**config.mk**
```make
export PLATFORM = sky130hd
export DESIGN_NAME = atc_top
export DESIGN_NICKNAME = d
export VERILOG_FILES = /design/src/hdl/atc_pkg.sv /design/src/hdl/atc_top.sv
export SDC_FILE = /design/constraint.sdc
export NUM_CORES = 1
export LEC_CHECK = 0
export BUFFER_PORTS_ARGS = -buffer_cell sky130_fd_sc_hd__buf_2
export CELL_PAD_IN_SITES_DETAIL_PLACEMENT = 2
export CELL_PAD_IN_SITES_GLOBAL_PLACEMENT = 2
export CORE_MARGIN = 3
export CORE_UTILIZATION = 30
export DETAILED_ROUTE_END_ITERATION = 7
export PLACE_DENSITY_LB_ADDON = 0.1
export SETUP_SLACK_MARGIN = 0.05
export SLEW_MARGIN = 25
export SYNTH_ARGS = -nofsm -noshare
export SYNTH_HDL_FRONTEND = slang
export SYNTH_SLANG_ARGS = --single-unit
```
**constraint.sdc**
```tcl
create_clock -name aclk -period 5.8 [get_ports aclk]
set_input_delay 0.29 -clock aclk [delete_from_list [all_inputs] [get_ports aclk]]
set_output_delay 0.29 -clock aclk [all_outputs]
set_load 0.02 [all_outputs]
```
**src/hdl/atc_pkg.sv**
```systemverilog
`default_nettype none

package atc_pkg;

    // ----------------------------------------------------------------
    // Register map
    // ----------------------------------------------------------------
    localparam int         ADDR_W       = 8;
    localparam logic [7:0] OFS_TIMING   = 8'h00;
    localparam logic [7:0] OFS_CTRL     = 8'h04;
    localparam logic [7:0] OFS_STATUS   = 8'h08;
    localparam logic [7:0] OFS_MASK     = 8'h0C;
    localparam logic [7:0] OFS_RESULT   = 8'h10;
    localparam logic [7:0] TIMING_WMASK = 8'hBF;
    localparam logic [7:0] TIMING_RST   = 8'h00;
    localparam int         BIT_GO       = 0;
    localparam int         BIT_DONE     = 0;
    localparam logic [1:0] RESP_OKAY    = 2'h0;
    localparam logic [1:0] RESP_DECERR  = 2'h3;

    // ----------------------------------------------------------------
    // Converter timing
    // ----------------------------------------------------------------
    localparam int         RES_W        = 12;
    localparam int         RES_PAD      = 16 - RES_W;
    localparam logic [4:0] CONV_TADS    = 5'h0D;
    localparam int         INSTR_TOSC   = 4;
    localparam logic [2:0] INSTR_CNT    = 3'(INSTR_TOSC);

    typedef struct packed {
        logic       result_justify_sel;
        logic       rsvd;
        logic [2:0] acq_time_sel;
        logic [2:0] conv_clock_sel;
    } atc_timing_t;

    typedef enum logic [1:0] {
        ST_SAMPLE,
        ST_RCDLY,
        ST_ACQ,
        ST_CONV
    } atc_state_t;

    // Acquisition length in conversion-clock periods
    function automatic logic [4:0] acq_tads(input logic [2:0] code);
        case (code)
            3'h0:    acq_tads = 5'h00;
            3'h1:    acq_tads = 5'h02;
            3'h2:    acq_tads = 5'h04;
            3'h3:    acq_tads = 5'h06;
            3'h4:    acq_tads = 5'h08;
            3'h5:    acq_tads = 5'h0C;
            3'h6:    acq_tads = 5'h10;
            default: acq_tads = 5'h14;
        endcase
    endfunction

    // System-clock divisor for the conversion clock
    function automatic logic [6:0] div_ratio(input logic [2:0] code);
        case (code)
            3'h0:    div_ratio = 7'h02;
            3'h4:    div_ratio = 7'h04;
            3'h1:    div_ratio = 7'h08;
            3'h5:    div_ratio = 7'h10;
            3'h2:    div_ratio = 7'h20;
            3'h6:    div_ratio = 7'h40;
            default: div_ratio = 7'h02;
        endcase
    endfunction

    function automatic logic is_rc(input logic [2:0] code);
        is_rc = (code[1:0] == 2'h3);
    endfunction

    function automatic logic [15:0] justify(input logic       right,
                                           input logic [11:0] data);
        justify = right ? {{RES_PAD{1'b0}}, data} : {data, {RES_PAD{1'b0}}};
    endfunction

endpackage

`default_nettype wire

```
**src/hdl/atc_top.sv**
```systemverilog
// Functional notes
// - Format bit one right-justifies, zero left-justifies
// - Acquisition field picks 0..20 conversion-clock periods
// - Clock codes 000,100,001 divide by 2,4,8
// - Codes 101,010,110 divide by 16,32,64
// - Codes 111 and 011 select internal RC
// - RC source waits one instruction cycle first
// - Nonzero acquisition samples, then converts automatically
// - Zero acquisition converts at once; software waits
// - Completion clears go, sets flag, resumes sampling
//
// Our own choices: the placing of the registers and the AXI4-Lite interface to the registers.
`timescale 1ns/1ps
`default_nettype none

module atc_top
(
    // Clock and reset
    input  wire logic                       aclk,
    input  wire logic                       aresetn,
    // AXI4-Lite write channels
    input  wire logic [atc_pkg::ADDR_W-1:0] s_axi_awaddr,
    input  wire logic                       s_axi_awvalid,
    output logic                            s_axi_awready,
    input  wire logic [31:0]                s_axi_wdata,
    input  wire logic [3:0]                 s_axi_wstrb,
    input  wire logic                       s_axi_wvalid,
    output logic                            s_axi_wready,
    output logic [1:0]                      s_axi_bresp,
    output logic                            s_axi_bvalid,
    input  wire logic                       s_axi_bready,
    // AXI4-Lite read channels
    input  wire logic [atc_pkg::ADDR_W-1:0] s_axi_araddr,
    input  wire logic                       s_axi_arvalid,
    output logic                            s_axi_arready,
    output logic [31:0]                     s_axi_rdata,
    output logic [1:0]                      s_axi_rresp,
    output logic                            s_axi_rvalid,
    input  wire logic                       s_axi_rready,
    // Converter core
    input  wire logic [atc_pkg::RES_W-1:0]  conv_data,
    input  wire logic                       internal_rc_clock,
    output logic                            adc_sampling,
    output logic                            adc_converting,
    output logic                            adc_tad_tick,
    // Interrupt
    output logic                            irq
);

    // ----------------------------------------------------------------
    // Register state
    // ----------------------------------------------------------------
    atc_pkg::atc_timing_t adc_timing_control_ff;
    atc_pkg::atc_state_t  state_ff;
    atc_pkg::atc_state_t  nxt_state;
    logic                 int_status_ff;
    logic                 int_mask_ff;
    logic [15:0]          result_ff;
    logic                 done_ff;
    logic [6:0]           div_cnt_ff;
    logic [4:0]           tad_cnt_ff;
    logic [2:0]           dly_cnt_ff;
    logic                 rc_s1_ff;
    logic                 rc_s2_ff;
    logic                 rc_s3_ff;
    logic                 aw_held_ff;
    logic                 w_held_ff;
    logic [7:0]           awaddr_ff;
    logic [31:0]          wdata_ff;
    logic [3:0]           wstrb_ff;

    function automatic logic hit(input logic [7:0] a, input logic [7:0] ofs);
        hit = (a[7:2] == ofs[7:2]);
    endfunction

    function automatic logic mapped(input logic [7:0] a);
        mapped = hit(a, atc_pkg::OFS_TIMING) || hit(a, atc_pkg::OFS_CTRL)
              || hit(a, atc_pkg::OFS_STATUS) || hit(a, atc_pkg::OFS_MASK)
              || hit(a, atc_pkg::OFS_RESULT);
    endfunction

    wire logic       do_wr   = aw_held_ff && w_held_ff && !s_axi_bvalid;
    wire logic       wr_b0   = do_wr && wstrb_ff[0];
    wire logic [2:0] clk_sel = adc_timing_control_ff.conv_clock_sel;
    wire logic [2:0] acq_sel = adc_timing_control_ff.acq_time_sel;
    wire logic       rc_sel  = atc_pkg::is_rc(clk_sel);
    wire logic       running = (state_ff == atc_pkg::ST_ACQ) || (state_ff == atc_pkg::ST_CONV);
    wire logic       go_req  = wr_b0 && hit(awaddr_ff, atc_pkg::OFS_CTRL)
                               && wdata_ff[atc_pkg::BIT_GO] && (state_ff == atc_pkg::ST_SAMPLE);
    wire logic       rc_edge = rc_s2_ff && !rc_s3_ff;
    wire logic       conv_end = (state_ff == atc_pkg::ST_CONV) && adc_tad_tick
                                && (tad_cnt_ff == atc_pkg::CONV_TADS - 5'h01);
    wire logic [15:0] just_val = atc_pkg::justify(adc_timing_control_ff.result_justify_sel,
                                                  conv_data);

    // ----------------------------------------------------------------
    // AXI4-Lite write path
    // ----------------------------------------------------------------
    always_ff @(posedge aclk)
    begin
        if (!aresetn)
        begin
            aw_held_ff    <= 1'b0;
            w_held_ff     <= 1'b0;
            awaddr_ff     <= 8'h00;
            wdata_ff      <= 32'h0000_0000;
            wstrb_ff      <= 4'h0;
            s_axi_awready <= 1'b1;
            s_axi_wready  <= 1'b1;
            s_axi_bvalid  <= 1'b0;
            s_axi_bresp   <= atc_pkg::RESP_OKAY;
        end
        else
        begin
            if (s_axi_awvalid && s_axi_awready)
            begin
                aw_held_ff    <= 1'b1;
                awaddr_ff     <= s_axi_awaddr;
                s_axi_awready <= 1'b0;
            end
            if (s_axi_wvalid && s_axi_wready)
            begin
                w_held_ff    <= 1'b1;
                wdata_ff     <= s_axi_wdata;
                wstrb_ff     <= s_axi_wstrb;
                s_axi_wready <= 1'b0;
            end
            if (do_wr)
            begin
                aw_held_ff   <= 1'b0;
                w_held_ff    <= 1'b0;
                s_axi_bvalid <= 1'b1;
                s_axi_bresp  <= mapped(awaddr_ff) ? atc_pkg::RESP_OKAY : atc_pkg::RESP_DECERR;
            end
            if (s_axi_bvalid && s_axi_bready)
            begin
                s_axi_bvalid  <= 1'b0;
                s_axi_awready <= 1'b1;
                s_axi_wready  <= 1'b1;
            end
        end
    end

    // ----------------------------------------------------------------
    // AXI4-Lite read path
    // ----------------------------------------------------------------
    always_ff @(posedge aclk)
    begin
        if (!aresetn)
        begin
            s_axi_arready <= 1'b1;
            s_axi_rvalid  <= 1'b0;
            s_axi_rdata   <= 32'h0000_0000;
            s_axi_rresp   <= atc_pkg::RESP_OKAY;
        end
        else if (s_axi_arvalid && s_axi_arready)
        begin
            s_axi_arready <= 1'b0;
            s_axi_rvalid  <= 1'b1;
            s_axi_rresp   <= mapped(s_axi_araddr) ? atc_pkg::RESP_OKAY : atc_pkg::RESP_DECERR;
            s_axi_rdata   <= 32'h0000_0000;
            if (hit(s_axi_araddr, atc_pkg::OFS_TIMING))
                s_axi_rdata[7:0] <= adc_timing_control_ff;
            if (hit(s_axi_araddr, atc_pkg::OFS_CTRL))
                s_axi_rdata[atc_pkg::BIT_GO] <= (state_ff != atc_pkg::ST_SAMPLE);
            if (hit(s_axi_araddr, atc_pkg::OFS_STATUS))
                s_axi_rdata[atc_pkg::BIT_DONE] <= int_status_ff;
            if (hit(s_axi_araddr, atc_pkg::OFS_MASK))
                s_axi_rdata[atc_pkg::BIT_DONE] <= int_mask_ff;
            if (hit(s_axi_araddr, atc_pkg::OFS_RESULT))
                s_axi_rdata[15:0] <= result_ff;
        end
        else if (s_axi_rvalid && s_axi_rready)
        begin
            s_axi_rvalid  <= 1'b0;
            s_axi_arready <= 1'b1;
        end
    end

    // ----------------------------------------------------------------
    // Control registers and interrupt
    // ----------------------------------------------------------------
    always_ff @(posedge aclk)
    begin
        if (!aresetn)
        begin
            adc_timing_control_ff <= atc_pkg::TIMING_RST;
            int_mask_ff           <= 1'b0;
            int_status_ff         <= 1'b0;
            irq                   <= 1'b0;
        end
        else
        begin
            if (wr_b0 && hit(awaddr_ff, atc_pkg::OFS_TIMING))
                adc_timing_control_ff <= wdata_ff[7:0] & atc_pkg::TIMING_WMASK;
            if (wr_b0 && hit(awaddr_ff, atc_pkg::OFS_MASK))
                int_mask_ff <= wdata_ff[atc_pkg::BIT_DONE];
            if (conv_end)
                int_status_ff <= 1'b1;
            else if (wr_b0 && hit(awaddr_ff, atc_pkg::OFS_STATUS) && wdata_ff[atc_pkg::BIT_DONE])
                int_status_ff <= 1'b0;
            irq <= (int_status_ff || conv_end) && int_mask_ff;
        end
    end

    // ----------------------------------------------------------------
    // Conversion clock source
    // ----------------------------------------------------------------
    always_ff @(posedge aclk)
    begin
        if (!aresetn)
        begin
            rc_s1_ff <= 1'b0;
            rc_s2_ff <= 1'b0;
            rc_s3_ff <= 1'b0;
        end
        else
        begin
            rc_s1_ff <= internal_rc_clock;
            rc_s2_ff <= rc_s1_ff;
            rc_s3_ff <= rc_s2_ff;
        end
    end

    always_ff @(posedge aclk)
    begin
        if (!aresetn)
        begin
            div_cnt_ff   <= 7'h00;
            adc_tad_tick <= 1'b0;
        end
        else if (!running)
        begin
            div_cnt_ff   <= 7'h00;
            adc_tad_tick <= 1'b0;
        end
        else if (rc_sel)
        begin
            div_cnt_ff   <= 7'h00;
            adc_tad_tick <= rc_edge;
        end
        else if (div_cnt_ff >= atc_pkg::div_ratio(clk_sel) - 7'h01)
        begin
            div_cnt_ff   <= 7'h00;
            adc_tad_tick <= 1'b1;
        end
        else
        begin
            div_cnt_ff   <= div_cnt_ff + 7'h01;
            adc_tad_tick <= 1'b0;
        end
    end

    // ----------------------------------------------------------------
    // Sequencer
    // ----------------------------------------------------------------
    always_comb
    begin
        nxt_state = state_ff;
        unique case (state_ff)
            atc_pkg::ST_SAMPLE:
                if (go_req)
                    nxt_state = rc_sel ? atc_pkg::ST_RCDLY
                              : (acq_sel == 3'h0) ? atc_pkg::ST_CONV : atc_pkg::ST_ACQ;
            atc_pkg::ST_RCDLY:
                if (dly_cnt_ff == atc_pkg::INSTR_CNT - 3'h1)
                    nxt_state = (acq_sel == 3'h0) ? atc_pkg::ST_CONV : atc_pkg::ST_ACQ;
            atc_pkg::ST_ACQ:
                if (adc_tad_tick && tad_cnt_ff >= atc_pkg::acq_tads(acq_sel) - 5'h01)
                    nxt_state = atc_pkg::ST_CONV;
            atc_pkg::ST_CONV:
                if (conv_end)
                    nxt_state = atc_pkg::ST_SAMPLE;
        endcase
    end

    always_ff @(posedge aclk)
    begin
        if (!aresetn)
        begin
            state_ff       <= atc_pkg::ST_SAMPLE;
            tad_cnt_ff     <= 5'h00;
            dly_cnt_ff     <= 3'h0;
            adc_sampling   <= 1'b1;
            adc_converting <= 1'b0;
        end
        else
        begin
            state_ff       <= nxt_state;
            adc_sampling   <= (nxt_state != atc_pkg::ST_CONV);
            adc_converting <= (nxt_state == atc_pkg::ST_CONV);
            dly_cnt_ff     <= (state_ff == atc_pkg::ST_RCDLY) ? dly_cnt_ff + 3'h1 : 3'h0;
            if (nxt_state != state_ff)
                tad_cnt_ff <= 5'h00;
            else if (adc_tad_tick)
                tad_cnt_ff <= tad_cnt_ff + 5'h01;
        end
    end

    always_ff @(posedge aclk)
    begin
        if (!aresetn)
        begin
            result_ff <= 16'h0000;
            done_ff   <= 1'b0;
        end
        else
        begin
            done_ff <= conv_end;
            if (conv_end)
                result_ff <= just_val;
        end
    end

    logic [6:0] gap_ff;
    logic       gap_ok_ff;
    logic [4:0] acq_seen_ff;
    wire logic  in_rcdly = (state_ff == atc_pkg::ST_RCDLY);

    always_ff @(posedge aclk)
    begin
        if (!aresetn || !running || rc_sel || (wr_b0 && hit(awaddr_ff, atc_pkg::OFS_TIMING)))
            gap_ok_ff <= 1'b0;
        else if (adc_tad_tick)
            gap_ok_ff <= 1'b1;
        gap_ff      <= adc_tad_tick ? 7'h01 : gap_ff + 7'h01;
        acq_seen_ff <= (state_ff != atc_pkg::ST_ACQ) ? 5'h00
                     : acq_seen_ff + {4'h0, adc_tad_tick};
    end
endmodule

`default_nettype wire

```
==> out/metrics.yaml, run 1 <==
setup_path:
  r2r-end: "tad_cnt_ff[2]"
  critPathLaunchType: "register"
  critical_path_depth: 8
  regToRegStartpoint: "acq_sel[2]"
  crit_family: "compound AO/OA/AOI/OAI gates"
  critical_path.slowest_cell: "dfxtp_1"
  path_max_fanout: 7
  r2r_slack_ns: 3.46
  cp_data_arrival_time_ns: 2.56
  endpoint_kind: "register"
  path_buf_inv: 0
  critPathMaxStageDelay_ns: 0.46
  path_cells: "mux2i_1 > ha_1 > ha_1 > o21ai_0 > o21ai_0 > a221oi_4 > o31ai_4 > nor2_1"
  required_ns: 6.02
  critPathKind: "reg2reg"
  ff2ff_path_depth: 8
cells_and_area:
  final_cell_mix: "dfxtp_1 (88), buf_2 (68), nor2_1 (55)"
  diodes: 0
  drive_gt1_share_pct: 17.82
  final_common_cell: "dfxtp_1"
  seq_area_mm2: 0.001762
  stdcell_area_mm2: 0.004661
  syn_to_final_growth_pct: 15.90
  finalNonFillerCells: 694
  fin_nets: 605
  multi_input_area_mm2: 0.001998
  nFillCells: 1509
routing:
  routedWlPerCell_um: 16.01
  drt_wl_total_um: 11110
  dr.pass1.iters: 4
  vias: 3377
  first_iter_violations: 135
  drc: 0
  antenna_left: 0
  vias_per_cell: 4.866
die:
  fp.dieArea_mm2: 0.01483
  boundaryPins: 117
  core_area_mm2: 0.01288
  initial_core_util_pct: 31.23
  die_w_um: 121.8
  core.rowCount: 41
  die_h_um: 121.8
clock_network:
  numCtsBuffers: 9
  cts_resized: 0
  clkLatencyLatePin_ns: 0.34
  path_clk_slew_ns: 0.06
  htreeDepth: 3
  cts_setup_buffers: 0
  cts_hold_buf: 0
  tritoncts: "done"
  clock-root-buffer: "clkbuf_16"
  clk_path_buf_depth: 2
  clock_sinks: 88
sta:
  finalCriticalPeriod_ns: 2.344
  hold_violations: 0
  drv_slew: 0
  tns_ns: 0
  tightest_slew_ns: 0.9580
  fmax_ghz: 0.4266
  timing.slew.headroom_pct: 36.06
  rsz0062_at_grt: "no"
  fin_crit_sh_pct: 40.41
  setup_viol: 0
  clock_skew_ns: 0.007635
  fin_ws_ns: 3.456
place:
  dp_slack_ns: 3.466
  post-place-cells: 678
  port_buffers: 68
  gp_congestion: 0.7807
  dpl_cell_area_mm2: 0.004379
  hpwl_um: 8173
hold_path:
  min_from: "internal_rc_clock"
  whs_endpoint: "rc_s1_ff"
  hold_path.class: "in2reg"
  min_path_cells: 2
yosys:
  syn_avg_cell_area_um2: 8.593
  synth-warning-count: 0
  netlist_area_mm2: 0.004021
  yosys.area.top_type: "dfxtp_1"
  netlist.area_leader.share_pct: 43.81
  synth.area.top_cells: "dfxtp_1 (44%), a21oi_1 (5.6%), nor2_1 (5.1%)"
  synth-seq-cells: 88
  synthCells: 468
  ys_types: 46
  yosysSeqAreaShare_pct: 43.81
global_routing:
  grt_usage_pct: 15.94
  grt_overflow: 0
  grt_start_max_net_pins: 31
  antenna_found_initial: 1
  first_global_vias: 3599
  grt_pass1_wl_um: 18600
flow_run:
  max_cap_violations: 0
power:
  powerDensity_mw_per_mm2: 277.3
  leakagePower_nw: 1.886
  vdd_drop_max_v: 0.0001667
status:
  outcome: "finished clean"
[kinds of logic after synthesis]
kind of cell / Yosys count / synth area share (%)
AO/OA/AOI/OAI: 91 / 14.28
adder cells (fa/ha/maj): 16 / 4.978
buffers and inverters: 61 / 7.903
XOR/XNOR: 11 / 2.396
other: 2 / 0.1868
AND/OR/NAND/NOR: 181 / 21.66
multiplexers: 18 / 4.791
flip-flops: 88 / 43.81
[metrics by stage]
step | hold WS [ns] | utilization (%) | power (W)
5_1_grt | 0.1686 | 36.20 | 0.001356
3_3_place_gp | 0.4096 | 34.01 | 0.0007394
2_1_floorplan | 0.3992 | - | 0.0007116
3_5_place_dp | 0.4155 | 34.01 | 0.0007428
4_1_cts | 0.1408 | 36.20 | 0.001318
6_report | 0.1556 | 36.20 | 0.001292
[Yosys cell counts (all sizes together)]
cell type   n
a211o       1
a211oi     11
a21o        1
a21oi      45
a221oi      9
a31oi       2
a41oi       1
and2        7
and3        2
and4bb      1
buf        27
clkbuf     19
conb        2
dfxtp      88
ha         16
inv        15
mux2i      17
mux4        1
nand2      50
nand2b      6
nand3      34
nand3b      8
nand4       2
nor2       55
nor2b       2
nor3        6
nor4        2
o21a        1
o21ai      17
o22ai       2
o31ai       1
or2         2
or3         3
or3b        1
xnor2       6
xor2        5
[worst max path at each step]
stage,slack (ns),endpoint,start
after floorplan,3.75,tad_cnt_ff[0],acq_sel[0]
after global placement,3.49,div_cnt_ff[6],clk_sel[1]
after detailed placement,3.47,tad_cnt_ff[2],acq_sel[0]
after CTS,3.41,tad_cnt_ff[2],acq_sel[2]
after global routing,3.11,tad_cnt_ff[2],acq_sel[2]
final,3.46,tad_cnt_ff[2],acq_sel[2]
[layout make-up]
cell class / instances / share of cell area, %
multi-input cells: 334 / 42.87
flip-flops and latches: 88 / 37.80
repair buffers: 69 / 7.463
clock buffers: 12 / 5.074
well taps: 172 / 4.617
inverters: 15 / 1.208
clock inverters: 4 / 0.9664
[flip-flops by register name, summed over array words and instances (netlist names), 2 cells and up]
register	count
div_cnt_ff	7
awaddr_ff	6
clk_sel	3
tad_cnt_ff	5
dly_cnt_ff	3
state_ff	2
acq_sel	3
result_ff	16
wdata_ff	7
s_axi_rdata	16
[where the power goes]
part / internal, W / switching [W] / total (W) / leakage [nW]
registers: 0.000619 / 0.0000132 / 0.000632 / 0.715
clock network: 0.000332 / 0.000232 / 0.000565 / 0.140
logic: 0.0000313 / 0.0000643 / 0.0000956 / 1.03
total: 0.000982 / 0.000310 / 0.00129 / 1.89
[per-layer routing]
metal / global-route usage (%) / vias up / routed length [µm]
li1: - / 1668 / -
met1: 19.67 / 1641 / 5018
met2: 27.18 / 55 / 5558
met3: 5.153 / 11 / 422
met4: 3.571 / 2 / 102
met5: 0 / - / 7
Note: power is estimated with default switching activity, not from simulation.
==> inputs of run 2 (changes only) <==
Settings changed: ABC_AREA set to 1, CORE_UTILIZATION 30 to 28.
Clock period 5.8 ns to 2.2 ns, I/O delays scaled along.
==> run 2 against run 1 <==
Fmax rose by 17%. Via count grew 5.6%. Highest routed layer is now met4. First-iteration DRC count rose by 9.6%. Setup slack got worse by 3.3 ns. Count of clock-buffer cells in the layout down 1. Non-clock buffer count grew 9. Clock power rose to 2.7 times the previous value. Total power rose to 2.8 times the previous value. Cell area grew 1.3%. Critical path type unchanged.
==> out/metrics.yaml, run 2 <==
place:
  port_buffers: 68
  gp_congestion: 0.7433
  post-place-cells: 746
  hpwl_um: 8616
cells_and_area:
  nFillCells: 1570
  fin_nets: 673
  finalNonFillerCells: 765
  diodes: 0
  top_regs: "result_ff x16, s_axi_rdata x16"
  multi_input_area_mm2: 0.001823
  seq_area_mm2: 0.001769
  syn_to_final_growth_pct: 19.96
  final_cell_mix: "nand2_1 (84), dfxtp_1 (84), buf_2 (68)"
  drive_gt1_share_pct: 19.52
setup_path:
  endpoint_kind: "register"
  ff2ff_path_depth: 13
  required_ns: 2.43
  critPathKind: "reg2reg"
  critPathLaunchType: "register"
  path_max_fanout: 5
  cp_data_arrival_time_ns: 2.24
yosys:
  netlist_area_mm2: 0.003938
  synth-seq-cells: 88
  synth_common_cells: "dfxtp_1 (88), nand2_1 (87), nor2_1 (68), inv_1 (52), o21ai_0 (46)"
  synth.area.top_cells: "dfxtp_1 (45%), nand2_1 (8.3%), nor2_1 (6.5%)"
  yosys.area.top_type: "dfxtp_1"
  async_reset_ff_share_pct: 0
  syn_avg_cell_area_um2: 7.587
  netlist.area_leader.share_pct: 44.74
  ys_types: 37
  synth_edf_count: 0
  yosysSeqAreaShare_pct: 44.74
  synthCells: 519
  synth-warning-count: 0
  yosysMostFrequentCell: "dfxtp_1"
  synthFlopType: "dfxtp_1"
routing:
  first_iter_violations: 148
  drt_wl_total_um: 11630
  drc: 0
  vias_per_cell: 4.663
  vias: 3567
  dr.pass1.iters: 4
  antenna_left: 0
  routedWlPerCell_um: 15.21
global_routing:
  antenna_found_initial: 0
  grt_overflow: 0
  grt_usage_pct: 15.35
  grt_start_max_net_pins: 56
  first_global_vias: 3877
  grt_pass1_wl_um: 19380
die:
  fp.dieArea_mm2: 0.01552
  core.rowCount: 42
  core_area_mm2: 0.01351
  boundaryPins: 117
  initial_core_util_pct: 29.16
  die_w_um: 124.6
  die_h_um: 124.6
sta:
  fmax_ghz: 0.4973
  tns_ns: 0
  hold_violations: 0
  setup_viol: 0
  clock_skew_ns: 0.007378
  timing.slew.headroom_pct: 52.99
  finalCriticalPeriod_ns: 2.011
  tightest_slew_ns: 0.7044
  rsz0062_at_grt: "yes"
  drv_slew: 0
  fin_crit_sh_pct: 91.40
clock_network:
  tritoncts: "done"
  htreeDepth: 3
  clkLatencyLatePin_ns: 0.34
  path_clk_slew_ns: 0.06
  clock_sinks: 88
  clk_path_buf_depth: 2
  clock-root-buffer: "clkbuf_16"
  numCtsBuffers: 9
status:
  outcome: "finished clean"
power:
  leakagePower_nw: 2.110
  vdd_drop_max_v: 0.0003041
  powerDensity_mw_per_mm2: 763.3
flow_run:
  max_cap_violations: 0
hold_path:
  min_path_cells: 3
  hold_path.class: "in2reg"
[run 2: cell types whose count changed after synthesis, moves of 7 or more]
cell,delta
clkbuf_1,-8
mux2i_1,-17
a221oi_1,-8
nand3_1,-11
nand3b_1,-7
inv_1,+37
a211oi_1,-8
o21ai_0,+29
nand2_1,+37
a31oi_1,+9
nor2_1,+13
[run 2: path summary, 6_finish.rpt]
check | start | to | slack [ns]
max | acq_sel[1] | adc_sampling | 0.19
min | s_axi_awaddr[5] | awaddr_ff[5] | 0.02
min reg2reg | dly_cnt_ff[0] | dly_cnt_ff[0] | 0.42
max reg2reg | acq_sel[1] | adc_sampling | 0.19
[run 2: power by group]
part	total, W	internal (W)	leakage, nW	switching [W]
clock	0.00152	0.000899	0.145	0.000622
combinational	0.000385	0.000123	1.24	0.000262
sequential	0.00170	0.00166	0.720	0.0000419
total	0.00361	0.00268	2.11	0.000925
[run 2: layout make-up]
class	count	share of cell area, %
flip-flops and latches	88	37.46
repair buffers	78	8.848
well taps	176	4.662
multi-input cells	354	38.60
clock buffers	11	5.139
inverters	54	4.344
clock inverters	4	0.9536
[run 2: critical path, stage by stage, from the launching register on]
cell and delay, ns:
dfxtp_2 0.35, inv_4 0.05, o21a_1 0.16, ha_2 0.28
ha_1 0.29, nand2_1 0.08, nor2_2 0.12, nand2_1 0.06
nand3_1 0.06, nand2_1 0.06, nand2_2 0.08, nand2_2 0.06
nor3_2 0.17, inv_1 0.06
[run 2: routing by layer]
layer / share of wire (%) / up-vias / global-route usage, %
li1: - / 1783 / -
met1: 46 / 1712 / 18.94
met2: 49 / 59 / 26.46
met3: 2.9 / 13 / 2.573
met4: 2.0 / 0 / 6.319
met5: 0 / - / 0
[run 2: cells by family (layout without fill, tap and decap cells)]
logic type | after synthesis | after routing | synth area share (%)
simple gates | 196 | 196 | 20.91
flops | 88 | 88 | 44.74
compound gates | 115 | 115 | 15.70
buf+inv | 92 | 147 | 11.15
fa+ha+maj | 16 | 16 | 5.084
other cells | 2 | 17 | 0.1907
xor+xnor | 10 | 10 | 2.224
[run 2: through the flow]
stage                     setup slack, ns  total power [W]  area, µm²  hold WS, ns  utilization (%)
after global routing             -0.02917         0.003802       4723      0.03843            34.97
after global placement             0.1688         0.002097       4363       0.2934            32.31
after CTS                         0.07588         0.003665       4664      0.01246            34.54
final                              0.1892         0.003605       4723      0.02274            34.97
after detailed placement          0.06170         0.002112       4363       0.3239            32.31
after floorplan                    0.3334         0.001995       3994       0.2076                -
[run 2: repair_timing]
item	4_1_cts	5_1_grt
setup buffers	0	3
hold endpoints to repair	1	0
setup endpoints to repair	1	15
gates resized for setup	2	16
hold buffers	1	0
pin swaps	0	7
==> inputs of run 3 (changes only) <==
Settings changed: CORE_ASPECT_RATIO set to 1.1.
==> run 3 against run 2 <==
Global-route usage is 0.24 points higher. Combinational power decreased by 2%. Utilization decreased by 0.19 points. Sequential cell count did not move. Setup slack improved by 0.011 ns. Critical path depth is 1 higher. First-iteration DRC count is 34% lower. Hold slack gained 0.0075 ns. Critical endpoint unchanged.
==> out/metrics.yaml, run 3 (synthesis gave the netlist of run 2 again) <==
cells_and_area:
  fin_nets: 671
  stdcell_area_mm2: 0.004692
  final_common_cell: "nand2_1"
  finalNonFillerCells: 772
  diodes: 0
  top_regs: "result_ff x16, s_axi_rdata x16"
  seq_area_mm2: 0.001768
  nFillCells: 1600
  multi_input_area_mm2: 0.001813
  fin_util_pct: 34.79
  syn_to_final_growth_pct: 19.16
  drive_gt1_share_pct: 18.54
  final_cell_mix: "nand2_1 (86), dfxtp_1 (85), buf_2 (68)"
sta:
  holdWs_ns: 0.03021
  tns_ns: 0
  timing.slew.headroom_pct: 53.34
  setup_viol: 0
  finalCriticalPeriod_ns: 1.999
  rsz0062_at_grt: "no"
  fmax_ghz: 0.5002
  clock_skew_ns: 0.008067
  tightest_slew_ns: 0.6991
  hold_violations: 0
  fin_crit_sh_pct: 90.88
  drv_slew: 0
place:
  dpl_cell_area_mm2: 0.004373
  port_buffers: 68
  post-place-cells: 754
  gp_congestion: 0.7163
  hpwl_um: 8533
setup_path:
  cp-startpoint: "acq_sel[1]"
  r2r-end: "adc_sampling"
  critPathKind: "reg2reg"
  critPathLaunchType: "register"
  required_ns: 2.44
  r2r_slack_ns: 0.20
  path_max_fanout: 5
  regToRegStartpoint: "acq_sel[1]"
  cp_data_arrival_time_ns: 2.24
  ff2ff_path_depth: 14
  endpoint_kind: "register"
  crit_end: "adc_sampling"
power:
  combPwrFrac_pct: 10.7
  power_frac_seq_pct: 48.2
  swShare_pct: 27.05
  vdd_drop_max_v: 0.0002730
  power.internal_w: 0.002571
  powerDensity_mw_per_mm2: 751.2
  leakagePower_nw: 2.092
  p_clk_share_pct: 41.2
  switching_power_w: 0.0009534
routing:
  dr.pass1.iters: 4
  vias_per_cell: 4.571
  drt_wl_total_um: 11370
  vias: 3529
  first_iter_violations: 98
  drc: 0
  routedWlPerCell_um: 14.72
  antenna_left: 0
clock_network:
  clk_path_buf_depth: 2
  clkLatencyLatePin_ns: 0.34
  clock-root-buffer: "clkbuf_16"
  numCtsBuffers: 9
  clock_sinks: 88
  htreeDepth: 3
  tritoncts: "done"
  path_clk_slew_ns: 0.07
flow_run:
  max_cap_violations: 0
global_routing:
  antenna_found_initial: 0
  grt_usage_pct: 15.59
  grt_overflow: 0
  grt_start_max_net_pins: 56
  grt_pass1_wl_um: 19340
  first_global_vias: 3801
die:
  core.rowCount: 44
  die_w_um: 119.1
  fp.dieArea_mm2: 0.01552
  core_area_mm2: 0.01349
  boundaryPins: 117
  initial_core_util_pct: 29.19
  die_h_um: 130.4
status:
  outcome: "finished clean"
hold_path:
  hold_path.class: "in2reg"
==> run 3: final cells by class <==
cell class | instances | share of cell area, %
Clock buffer | 11 | 5.173
Clock inverter | 5 | 0.6933
Inverter | 54 | 4.320
Multi-Input combinational cell | 354 | 38.64
Sequential cell | 88 | 37.68
Tap cell | 184 | 4.907
Timing Repair Buffer | 76 | 8.587
==> run 3: how the worst min path moves through the flow <==
stage                                 start      endpoint  slack, ns  cells after the start
after CTS                    s_axi_wdata[1]   wdata_ff[1]       0.02                      3
after global placement    internal_rc_clock      rc_s1_ff       0.30                      3
final                        s_axi_wdata[1]   wdata_ff[1]       0.03                      3
after detailed placement  internal_rc_clock      rc_s1_ff       0.32                      3
after global routing        s_axi_awaddr[7]  awaddr_ff[7]       0.04                      3
after floorplan           internal_rc_clock      rc_s1_ff       0.21                      2
==> run 3: power groups by stage <==
stage / Combinational [W] / Sequential [W] / Clock [W]
detailed placement: 0.000374 / 0.00174 / 0
global route: 0.000431 / 0.00171 / 0.00159
CTS: 0.000379 / 0.00170 / 0.00150
floorplan: 0.000232 / 0.00176 / 0
global placement: 0.000364 / 0.00173 / 0
finish: 0.000376 / 0.00170 / 0.00145
==> run 3: stage by stage <==
| stage | setup slack [ns] | total power (W) |
|---|---|---|
| finish | 0.2007 | 0.003525 |
| global route | 0.05356 | 0.003726 |
| global placement | 0.1600 | 0.002097 |
| detailed placement | 0.08070 | 0.002111 |
| floorplan | 0.3334 | 0.001995 |
| CTS | 0.06959 | 0.003583 |
==> run 3: what timing repair did <==
item,in CTS,in global routing
setup endpoints to repair,0,15
buffers inserted,0,1
endpoints found under the hold margin,1,0
resized for setup,0,12
hold buffers,1,0
==> run 3: metal layers <==
| metal | GRT usage, % | vias to the layer above | wire length [µm] |
|---|---|---|---|
| li1 | - | 1786 | - |
| met1 | 19.86 | 1676 | 5385 |
| met2 | 26.87 | 56 | 5493 |
| met3 | 2.454 | 11 | 318 |
| met4 | 5.726 | 0 | 167 |
| met5 | 0 | - | 0 |
==> run 3: critical path: stages (launching register included) <==
cell and delay [ns]:
dfxtp_2 0.33, inv_2 0.05, o21a_1 0.18, ha_2 0.18
xor2_1 0.15, ha_1 0.27, nand2_1 0.06, nor2_1 0.10
nand2_1 0.05, nand3_1 0.07, nand2_1 0.06, nand2_2 0.08
nand2_2 0.06, nor3_2 0.17, inv_1 0.06
